==> src/pin_mux_pkg.sv <==
/*
  Constants and carrier types shared by the pin-function select logic:
  pin slot numbering, configuration index bit positions, reset values.
  Assumes nothing of its surroundings.
*/
package pin_mux_pkg;

  localparam int PIN_COUNT = 24;

  // ------------------------------------------------------------------
  // pin slot numbering of the shared pads
  // ------------------------------------------------------------------
  localparam int PIN_ROW0 = 0;
  localparam int PIN_ROW1 = 1;
  localparam int PIN_ROW2 = 2;
  localparam int PIN_ROW3 = 3;
  localparam int PIN_ROW4 = 4;
  localparam int PIN_ROW5 = 5;
  localparam int PIN_ROW6 = 6;
  localparam int PIN_ROW7 = 7;
  localparam int PIN_ROW8 = 8;
  localparam int PIN_ROW9 = 9;
  localparam int PIN_ROW10 = 10;
  localparam int PIN_ROW11 = 11;
  localparam int PIN_ROW12 = 12;
  localparam int PIN_ROW13 = 13;
  localparam int PIN_COL2 = 14;
  localparam int PIN_COL3 = 15;
  localparam int PIN_COL4 = 16;
  localparam int PIN_COL5 = 17;
  localparam int PIN_COL6 = 18;
  localparam int PIN_CS2 = 19;
  localparam int PIN_CS3 = 20;
  localparam int PIN_CS4 = 21;
  localparam int PIN_CS7 = 22;
  localparam int PIN_CS8 = 23;

  // alternate functions that are inputs only: their driver stays off
  localparam logic [PIN_COUNT-1:0] ALT_INPUT_MASK = 24'hC7D300;

  // ------------------------------------------------------------------
  // configuration index bit positions
  // ------------------------------------------------------------------
  localparam int IDX38_IRQ0_BIT = 1;
  localparam int IDX38_IRQ1_BIT = 2;
  localparam int IDX39_SYS_BIT = 2;
  localparam int IDX3A_IRQ34_BIT = 1;
  localparam int IDX3A_IRQ57_BIT = 2;
  localparam int IDX0X_EXT_BIT = 7;
  localparam int IDX0X_PAIR_BIT = 3;
  localparam int BANK_COL_STROBE_HIGH_2_BIT = 3;

  // ------------------------------------------------------------------
  // strap slots and reset values
  // ------------------------------------------------------------------
  localparam int STRAP_COUNT = 3;
  localparam int STRAP_BUF = 0;
  localparam int STRAP_ROM_LO = 1;
  localparam int STRAP_ROM_HI = 2;
  localparam logic [STRAP_COUNT-1:0] STRAP_RESET = 3'h0;
  localparam logic [PIN_COUNT-1:0] SEL_RESET = 24'h000000;
  localparam logic [PIN_COUNT-1:0] PIN_RESET = 24'h000000;

  typedef struct packed {
    logic [PIN_COUNT-1:0] out;
    logic [PIN_COUNT-1:0] oe;
  } drive_t;

endpackage

==> src/pin_function_select.sv <==
/*
  Pin-function select for the shared pads: each pad carries either its
  primary function (keyboard row/column or general chip select) or one
  alternate function, chosen by straps caught during reset, by the scan
  test enable, or by configuration index bits.
  Assumes index inputs come from logic on clk; pads, straps and scan
  enable come from pins and are synchronised here.
*/
`timescale 1ns/100ps
module pin_function_select
  import pin_mux_pkg::*;
#(
  parameter int DRAM_BANKS = 4
) (
  input wire logic clk,
  input wire logic reset,
  input wire logic [STRAP_COUNT-1:0] strap_pins,
  input wire logic scan_test_enable,
  input wire logic [7:0] cfg_idx_00,
  input wire logic [7:0] cfg_idx_01,
  input wire logic [7:0] cfg_idx_02,
  input wire logic [7:0] cfg_idx_03,
  input wire logic [7:0] cfg_idx_38,
  input wire logic [7:0] cfg_idx_39,
  input wire logic [7:0] cfg_idx_3a,
  input wire logic [DRAM_BANKS-1:0] dram_bank_cfg_bit3,
  input wire drive_t prim_drive,
  input wire drive_t alt_drive,
  input wire logic [PIN_COUNT-1:0] pad_in,
  output drive_t pad_r,
  output logic [PIN_COUNT-1:0] prim_in_r,
  output logic [PIN_COUNT-1:0] alt_in_r,
  output logic [PIN_COUNT-1:0] sel_r,
  output logic boot_rom_wide_r
);

  // ------------------------------------------------------------------
  // helpers
  // ------------------------------------------------------------------
  function automatic logic dram_pair(input logic [7:0] idx);
    dram_pair = idx[IDX0X_EXT_BIT] & idx[IDX0X_PAIR_BIT];
  endfunction

  // ------------------------------------------------------------------
  // pin inputs through synchronisers
  // ------------------------------------------------------------------
  logic [STRAP_COUNT-1:0] strap_s;
  logic [0:0] scan_s;
  logic [PIN_COUNT-1:0] pad_in_s;

  sync2 #(.WIDTH(STRAP_COUNT)) u_strap_sync (
    .clk(clk),
    .reset(1'b0),
    .d(strap_pins),
    .q(strap_s)
  );

  sync2 #(.WIDTH(1)) u_scan_sync (
    .clk(clk),
    .reset(reset),
    .d(scan_test_enable),
    .q(scan_s)
  );

  sync2 #(.WIDTH(PIN_COUNT)) u_pad_sync (
    .clk(clk),
    .reset(reset),
    .d(pad_in),
    .q(pad_in_s)
  );

  // ------------------------------------------------------------------
  // strap capture
  // ------------------------------------------------------------------
  logic [STRAP_COUNT-1:0] strap_r;

  // sampled every cycle of reset, frozen at release
  always_ff @(posedge clk) begin
    if (reset) begin
      strap_r <= strap_s;
    end
  end

  logic rom_wide;
  assign rom_wide = strap_r[STRAP_ROM_LO] & strap_r[STRAP_ROM_HI];

  always_ff @(posedge clk) begin
    if (reset) begin
      boot_rom_wide_r <= 1'b0;
    end else begin
      boot_rom_wide_r <= rom_wide;
    end
  end

  // ------------------------------------------------------------------
  // select decode
  // ------------------------------------------------------------------
  logic dram_ext;
  logic [PIN_COUNT-1:0] sel_nxt;

  assign dram_ext = dram_pair(cfg_idx_00) | dram_pair(cfg_idx_01)
                  | cfg_idx_02[IDX0X_EXT_BIT] | cfg_idx_03[IDX0X_EXT_BIT];

  always_comb begin
    sel_nxt = SEL_RESET;
    sel_nxt[PIN_ROW0] = dram_ext;
    sel_nxt[PIN_ROW1] = dram_ext;
    sel_nxt[PIN_ROW3] = dram_ext;
    sel_nxt[PIN_ROW4] = dram_ext;
    sel_nxt[PIN_ROW5] = dram_ext;
    sel_nxt[PIN_ROW6] = dram_ext;
    sel_nxt[PIN_ROW2] = |dram_bank_cfg_bit3;
    sel_nxt[PIN_ROW7] = cfg_idx_39[IDX39_SYS_BIT];
    sel_nxt[PIN_ROW8] = cfg_idx_39[IDX39_SYS_BIT];
    sel_nxt[PIN_ROW9] = cfg_idx_39[IDX39_SYS_BIT];
    sel_nxt[PIN_ROW10] = cfg_idx_39[IDX39_SYS_BIT];
    sel_nxt[PIN_ROW11] = cfg_idx_39[IDX39_SYS_BIT];
    sel_nxt[PIN_ROW12] = cfg_idx_39[IDX39_SYS_BIT];
    sel_nxt[PIN_ROW13] = rom_wide;
    sel_nxt[PIN_COL2] = cfg_idx_3a[IDX3A_IRQ34_BIT];
    sel_nxt[PIN_COL3] = cfg_idx_3a[IDX3A_IRQ34_BIT];
    sel_nxt[PIN_COL4] = cfg_idx_3a[IDX3A_IRQ57_BIT];
    sel_nxt[PIN_COL5] = cfg_idx_3a[IDX3A_IRQ57_BIT];
    sel_nxt[PIN_COL6] = cfg_idx_3a[IDX3A_IRQ57_BIT];
    sel_nxt[PIN_CS2] = strap_r[STRAP_BUF];
    sel_nxt[PIN_CS3] = strap_r[STRAP_BUF];
    sel_nxt[PIN_CS4] = strap_r[STRAP_BUF];
    sel_nxt[PIN_CS7] = cfg_idx_38[IDX38_IRQ1_BIT];
    sel_nxt[PIN_CS8] = cfg_idx_38[IDX38_IRQ0_BIT];
    // scan test parks every pad on its primary function
    if (scan_s[0]) begin
      sel_nxt = SEL_RESET;
    end
  end

  always_ff @(posedge clk) begin
    if (reset) begin
      sel_r <= SEL_RESET;
    end else begin
      sel_r <= sel_nxt;
    end
  end

  // ------------------------------------------------------------------
  // pad drive and input steering
  // ------------------------------------------------------------------
  always_ff @(posedge clk) begin
    if (reset) begin
      pad_r.out <= PIN_RESET;
      pad_r.oe <= PIN_RESET;
    end else begin
      pad_r.out <= (sel_r & alt_drive.out) | (~sel_r & prim_drive.out);
      pad_r.oe <= (sel_r & alt_drive.oe & ~ALT_INPUT_MASK)
                | (~sel_r & prim_drive.oe);
    end
  end

  always_ff @(posedge clk) begin
    if (reset) begin
      alt_in_r <= PIN_RESET;
      prim_in_r <= PIN_RESET;
    end else begin
      alt_in_r <= sel_r & pad_in_s;
      prim_in_r <= ~sel_r & pad_in_s;
    end
  end

  // ------------------------------------------------------------------
  // checks
  // ------------------------------------------------------------------
  // strap synchroniser has no reset, so its first two samples are unknown
  a_strap_capture: assert property (@(posedge clk)
    reset ##1 reset ##1 reset |=> strap_r == $past(strap_s))
    else $error("strap not captured during reset");

  a_strap_hold: assert property (@(posedge clk)
    !reset && !$past(reset) |-> $stable(strap_r))
    else $error("strap changed after reset");

  a_sys_select: assert property (@(posedge clk) disable iff (reset)
    cfg_idx_39[IDX39_SYS_BIT] && !scan_s[0] |=> sel_r[PIN_ROW12:PIN_ROW7] == 6'h3F)
    else $error("system functions not selected");

  a_irq0_pad: assert property (@(posedge clk) disable iff (reset)
    cfg_idx_38[IDX38_IRQ0_BIT] && !scan_s[0] ##1 !reset |=> alt_in_r[PIN_CS8] == $past(pad_in_s[PIN_CS8]) && !prim_in_r[PIN_CS8])
    else $error("irq 0 not routed from pad");

  a_irq1_pad: assert property (@(posedge clk) disable iff (reset)
    cfg_idx_38[IDX38_IRQ1_BIT] && !scan_s[0] |=> ##1 !pad_r.oe[PIN_CS7])
    else $error("irq 1 pad still driven");

  a_col_irq: assert property (@(posedge clk) disable iff (reset)
    cfg_idx_3a[IDX3A_IRQ34_BIT] && !scan_s[0] |=> sel_r[PIN_COL3:PIN_COL2] == 2'h3)
    else $error("columns 2 and 3 not switched");

  a_col_irq_hi: assert property (@(posedge clk) disable iff (reset)
    !cfg_idx_3a[IDX3A_IRQ57_BIT] |=> sel_r[PIN_COL6:PIN_COL4] == 3'h0)
    else $error("columns 4 to 6 switched while clear");

  a_buf_strap: assert property (@(posedge clk) disable iff (reset)
    !scan_s[0] |=> sel_r[PIN_CS4:PIN_CS2] == {3{$past(strap_r[STRAP_BUF])}})
    else $error("buffer pads disagree with strap");

  a_rom_enable: assert property (@(posedge clk) disable iff (reset)
    rom_wide && !scan_s[0] |=> sel_r[PIN_ROW13] ##1 boot_rom_wide_r)
    else $error("wide rom enable missing");

  a_bank_cash: assert property (@(posedge clk) disable iff (reset)
    (|dram_bank_cfg_bit3) && !scan_s[0] |=> sel_r[PIN_ROW2])
    else $error("column strobe high 2 not selected");

  a_dram_ext: assert property (@(posedge clk) disable iff (reset)
    cfg_idx_02[IDX0X_EXT_BIT] && !scan_s[0] |=> sel_r[PIN_ROW6:PIN_ROW3] == 4'hF && sel_r[PIN_ROW1:PIN_ROW0] == 2'h3)
    else $error("dram extras not selected");

  a_pad_drive: assert property (@(posedge clk) disable iff (reset)
    !sel_r[PIN_ROW10] |=> pad_r.out[PIN_ROW10] == $past(prim_drive.out[PIN_ROW10]))
    else $error("primary drive not on pad");

  a_one_path: assert property (@(posedge clk) disable iff (reset)
    (alt_in_r & prim_in_r) == PIN_RESET)
    else $error("pad input reaches both functions");

  a_revert_cs8: assert property (@(posedge clk) disable iff (reset)
    !cfg_idx_38[IDX38_IRQ0_BIT] |=> !sel_r[PIN_CS8])
    else $error("chip select 8 not restored");

endmodule

==> src/sync2.sv <==
/*
  Two-flop synchroniser for levels arriving from outside the clock domain.
  Assumes d is a level that stays put for at least two clock periods.
*/
`timescale 1ns/100ps
module sync2 #(
  parameter int WIDTH = 1
) (
  input wire logic clk,
  input wire logic reset,
  input wire logic [WIDTH-1:0] d,
  output logic [WIDTH-1:0] q
);

  logic [WIDTH-1:0] meta_r;

  always_ff @(posedge clk) begin
    if (reset) begin
      meta_r <= '0;
      q <= '0;
    end else begin
      meta_r <= d;
      q <= meta_r;
    end
  end

endmodule

==> config.mk <==
export PLATFORM = sky130hd
export DESIGN_NAME = pin_function_select
export DESIGN_NICKNAME = d
export VERILOG_FILES = /design/src/pin_mux_pkg.sv /design/src/pin_function_select.sv /design/src/sync2.sv
export SDC_FILE = /design/constraint.sdc
export NUM_CORES = 1
export LEC_CHECK = 0
export ABC_AREA = 1
export BUFFER_PORTS_ARGS = -buffer_cell sky130_fd_sc_hd__buf_2
export CORE_AREA = 2 2 120 122
export CTS_BUF_LIST = sky130_fd_sc_hd__clkbuf_4
export DETAILED_ROUTE_END_ITERATION = 6
export DIE_AREA = 0 0 122 124
export GPL_TIMING_DRIVEN = 0
export PLACE_DENSITY = 0.69
export SLEW_MARGIN = 30
export SYNTH_ARGS = -nofsm -noshare
export SYNTH_HDL_FRONTEND = slang
export SYNTH_SLANG_ARGS = --single-unit
==> constraint.sdc <==
create_clock -name clk -period 1.2 [get_ports clk]
set_input_delay 0.24 -clock clk [delete_from_list [all_inputs] [get_ports clk]]
set_output_delay 0.24 -clock clk [all_outputs]
set_load 0.01 [all_outputs]
==> flow_summary.json <==
{
  "syn_avg_cell_area_um2": 9.20,
  "syn_nets": 732,
  "track_usage_pct": 21.4,
  "hold_path_class": "input port to flop",
  "p_seq_share_pct": 53.6,
  "yosysMostFrequentCell": "nor2_1",
  "critical_path_class": "flop to output pin",
  "synth_fa_ha_area_share_pct": 0,
  "drt-initial-drc-count": 206,
  "whs_path_depth": 5,
  "power_per_cell_area_nw_per_um2": 1240,
  "antenna_cells": 0,
  "synth_top_area_share_pct": 64.5,
  "detail-route-antenna-nets": 0,
  "place_hpwl_um": 9880,
  "start_util_pct": 36.6,
  "min-delay-start": "cfg_idx_00[7]",
  "slowest_stage": "dfxtp_4",
  "netlist_area_um2": 5020,
  "grt_pass1_wl_um": 24200,
  "drt-total-wl_um": 17400,
  "critPathMaxStageDelay_ps": 450,
  "dp_slack_ps": -6.79,
  "slew_violations": 0,
  "area_growth_pct": 75.5,
  "combPwrFrac_pct": 14.6,
  "finalSetupTns_ps": -9240,
  "max_slew_margin_pct": 77.4,
  "crit_top_cell": "buf_6",
  "ir_worst_vdd_mv": 0.734,
  "coreArea_um2": 13700,
  "r2r-end": "pad_r[32]$_SDFF_PP0_",
  "cp_max_fo": 8,
  "place.gp.congestion": 0.748,
  "cp-start-kind": "flop",
  "timing.final.hold_violations": 0,
  "violations": "negative setup slack",
  "status": "finished, violations left",
  "final_cells": 1144,
  "portBuffers": 251,
  "cts_buffer_depth": 2,
  "synth_compound_area_share_pct": 3.88,
  "vias": 4917,
  "rows": 43,
  "grt_setup_unrepaired": "true",
  "fmax_mhz": 691,
  "synth_mux_area_share_pct": 0,
  "setup_slack_ps": -248,
  "holdPathEnd": "sel_r[6]$_SDFF_PP0_",
  "clk_transition_reported_paths_ps": 150,
  "cts_root_buf": "clkbuf_4",
  "cp.arrival_ps": 1210,
  "grt_overflow": 0,
  "r2r_cells": 4,
  "die_y_um": 124,
  "crit_chain": "buf_6, buf_6",
  "finClkSkew_ps": 18.6,
  "synth-simple-area-share_pct": 17.9,
  "drc_errors": 0,
  "dp.cells": 977,
  "dieArea_um2": 15100,
  "antenna_found_initial": 0,
  "via_per_inst": 4.30,
  "dr.pass1.iters": 4,
  "setup_viol": 121,
  "die_x_um": 122,
  "synth_area_leaders": "dfxtp_1 (65%), nor2_1 (12%), inv_1 (6.7%)",
  "cts_buffers": 17,
  "synthTopCellsByCount": "nor2_1 (163), dfxtp_1 (162), inv_1 (90), o21ai_0 (34)",
  "yosysWarnings": 0,
  "r2r_start": "sel_r[12]$_SDFF_PP0_",
  "power.total_uw": 10900,
  "final_nets": 1137,
  "cap_violations": 0,
  "layout-drive-gt1-share_pct": 42.2,
  "cts_tree": "done",
  "grt_pass1_vias": 4989,
  "cp-end-kind": "output pin",
  "path_buf_inv": 2,
  "io_pins": 307,
  "p_sw_share_pct": 27.0,
  "finalCritPeriodShare_pct": 121,
  "clk_latency_ps": 550,
  "tightest_slew_ps": 339,
  "p_switching_uw": 2960,
  "fin_crit_ps": 1450,
  "intPower_uw": 7990,
  "ys_seq_area_share_pct": 66.3,
  "rrSetupSlack_ps": 30,
  "synth_seq_cells": 165,
  "cts_sinks": 165,
  "syn_inst": 546,
  "synth_top_family_by_area": "simple AND/OR/NAND/NOR gates",
  "async_flop_share_pct": 0,
  "p_leak_uw": 0.00432,
  "synth-edff-count": 3,
  "grt_max_degree": 18,
  "cp_top_family": "flip-flops",
  "yosysTopAreaCell": "dfxtp_1",
  "ys_types": 17,
  "avgRoutedWirePerCell_um": 15.2,
  "final_util_pct": 64.3,
  "cp.required_ps": 960,
  "synth_xor_area_share_pct": 0,
  "pwr-share-clk_pct": 31.8,
  "htree_levels": 4,
  "ys.flop_type": "dfxtp_1"
}
==> cell type report <==
type | count | area, um2
Fill cell | 1028 | 4900
Clock inverter | 15 | 181
Sequential cell | 165 | 3440
Inverter | 94 | 355
Tap cell | 180 | 225
Clock buffer | 17 | 128
Multi-Input combinational cell | 253 | 1100
Buffer | 34 | 303
Timing Repair Buffer | 386 | 3090
==> layout by cell type (no fill, tap or decap), drive strengths merged, types with 3 or more instances in the layout <==
cell type and n:
dlygate4sd3 128, buf 291, dfxtp 162, clkbuf 18, inv 104, nor3 33
edfxtp 3, o21ai 38, nand2 17, nor2 163
==> kinds of logic (layout without fill, tap and decap cells) <==
logic type	after synthesis	count (layout)
AO/OA/AOI/OAI	39	39
buffers and inverters	128	546
flip-flops	165	165
AND/OR/NAND/NOR	214	214
==> registers in the layout (all words and copies together), names as in the netlist, 3 cells and up <==
register             flops
u_strap_sync.meta_r      3
pad_r                   48
strap_r                  3
u_pad_sync.q            24
sel_r                    9
u_pad_sync.meta_r       24
u_strap_sync.q           3
prim_in_r               24
alt_in_r                24
==> power by group through the flow <==
stage          clock network, uW  logic (uW)  registers [uW]
2_1_floorplan                  0         415            6030
3_3_place_gp                   0        1010            5950
3_5_place_dp                   0        1020            5960
4_1_cts                     3560        1490            5830
5_1_grt                     3830        1730            5890
6_report                    3480        1600            5870
==> timing repair <==
action,4_1_cts,5_1_grt
setup endpoints to repair,122,126
gates resized for setup,108,76
setup buffers,7,0
hold endpoints to repair,86,1
hold buffers,130,1
pin swaps,0,0
==> worst max path at each step <==
stage	start	endpoint	slack [ps]	depth (start not counted)
5_1_grt	sel_r[12]$_SDFF_PP0_	sel_r[10]	-340	2
4_1_cts	sel_r[6]$_SDFF_PP0_	sel_r[6]	-280	2
3_5_place_dp	reset	alt_in_r[11]$_SDFF_PP0_	-7	5
3_3_place_gp	reset	prim_in_r[8]$_SDFF_PP0_	2	5
2_1_floorplan	sel_r[6]$_SDFF_PP0_	pad_r[27]$_SDFF_PP0_	150	5
6_report	sel_r[12]$_SDFF_PP0_	sel_r[10]	-250	2
==> routing by layer <==
| metal | GRT usage, % | vias to the layer above | routed length [um] |
|---|---|---|---|
| met3 | 7.51 | 42 | 1180 |
| met2 | 39.9 | 211 | 9120 |
| li1 | - | 2420 | - |
| met1 | 21.2 | 2244 | 6490 |
| met4 | 10.1 | 0 | 576 |
| met5 | 0 | - | 0 |
==> stage by stage <==
stage | instance area [um2] | hold WS [ps]
2_1_floorplan | 5020 | 268
3_3_place_gp | 6510 | 310
3_5_place_dp | 6510 | 315
4_1_cts | 8580 | 286
5_1_grt | 8820 | 4.69
6_report | 8820 | 11.7
==> worst min-delay path, stage by stage <==
cell     delay, ps
buf_2           70
nand2_1         40
nand3_1         80
nand2_1         60
inv_1           50
Note: power is estimated with default switching activity, not from simulation.
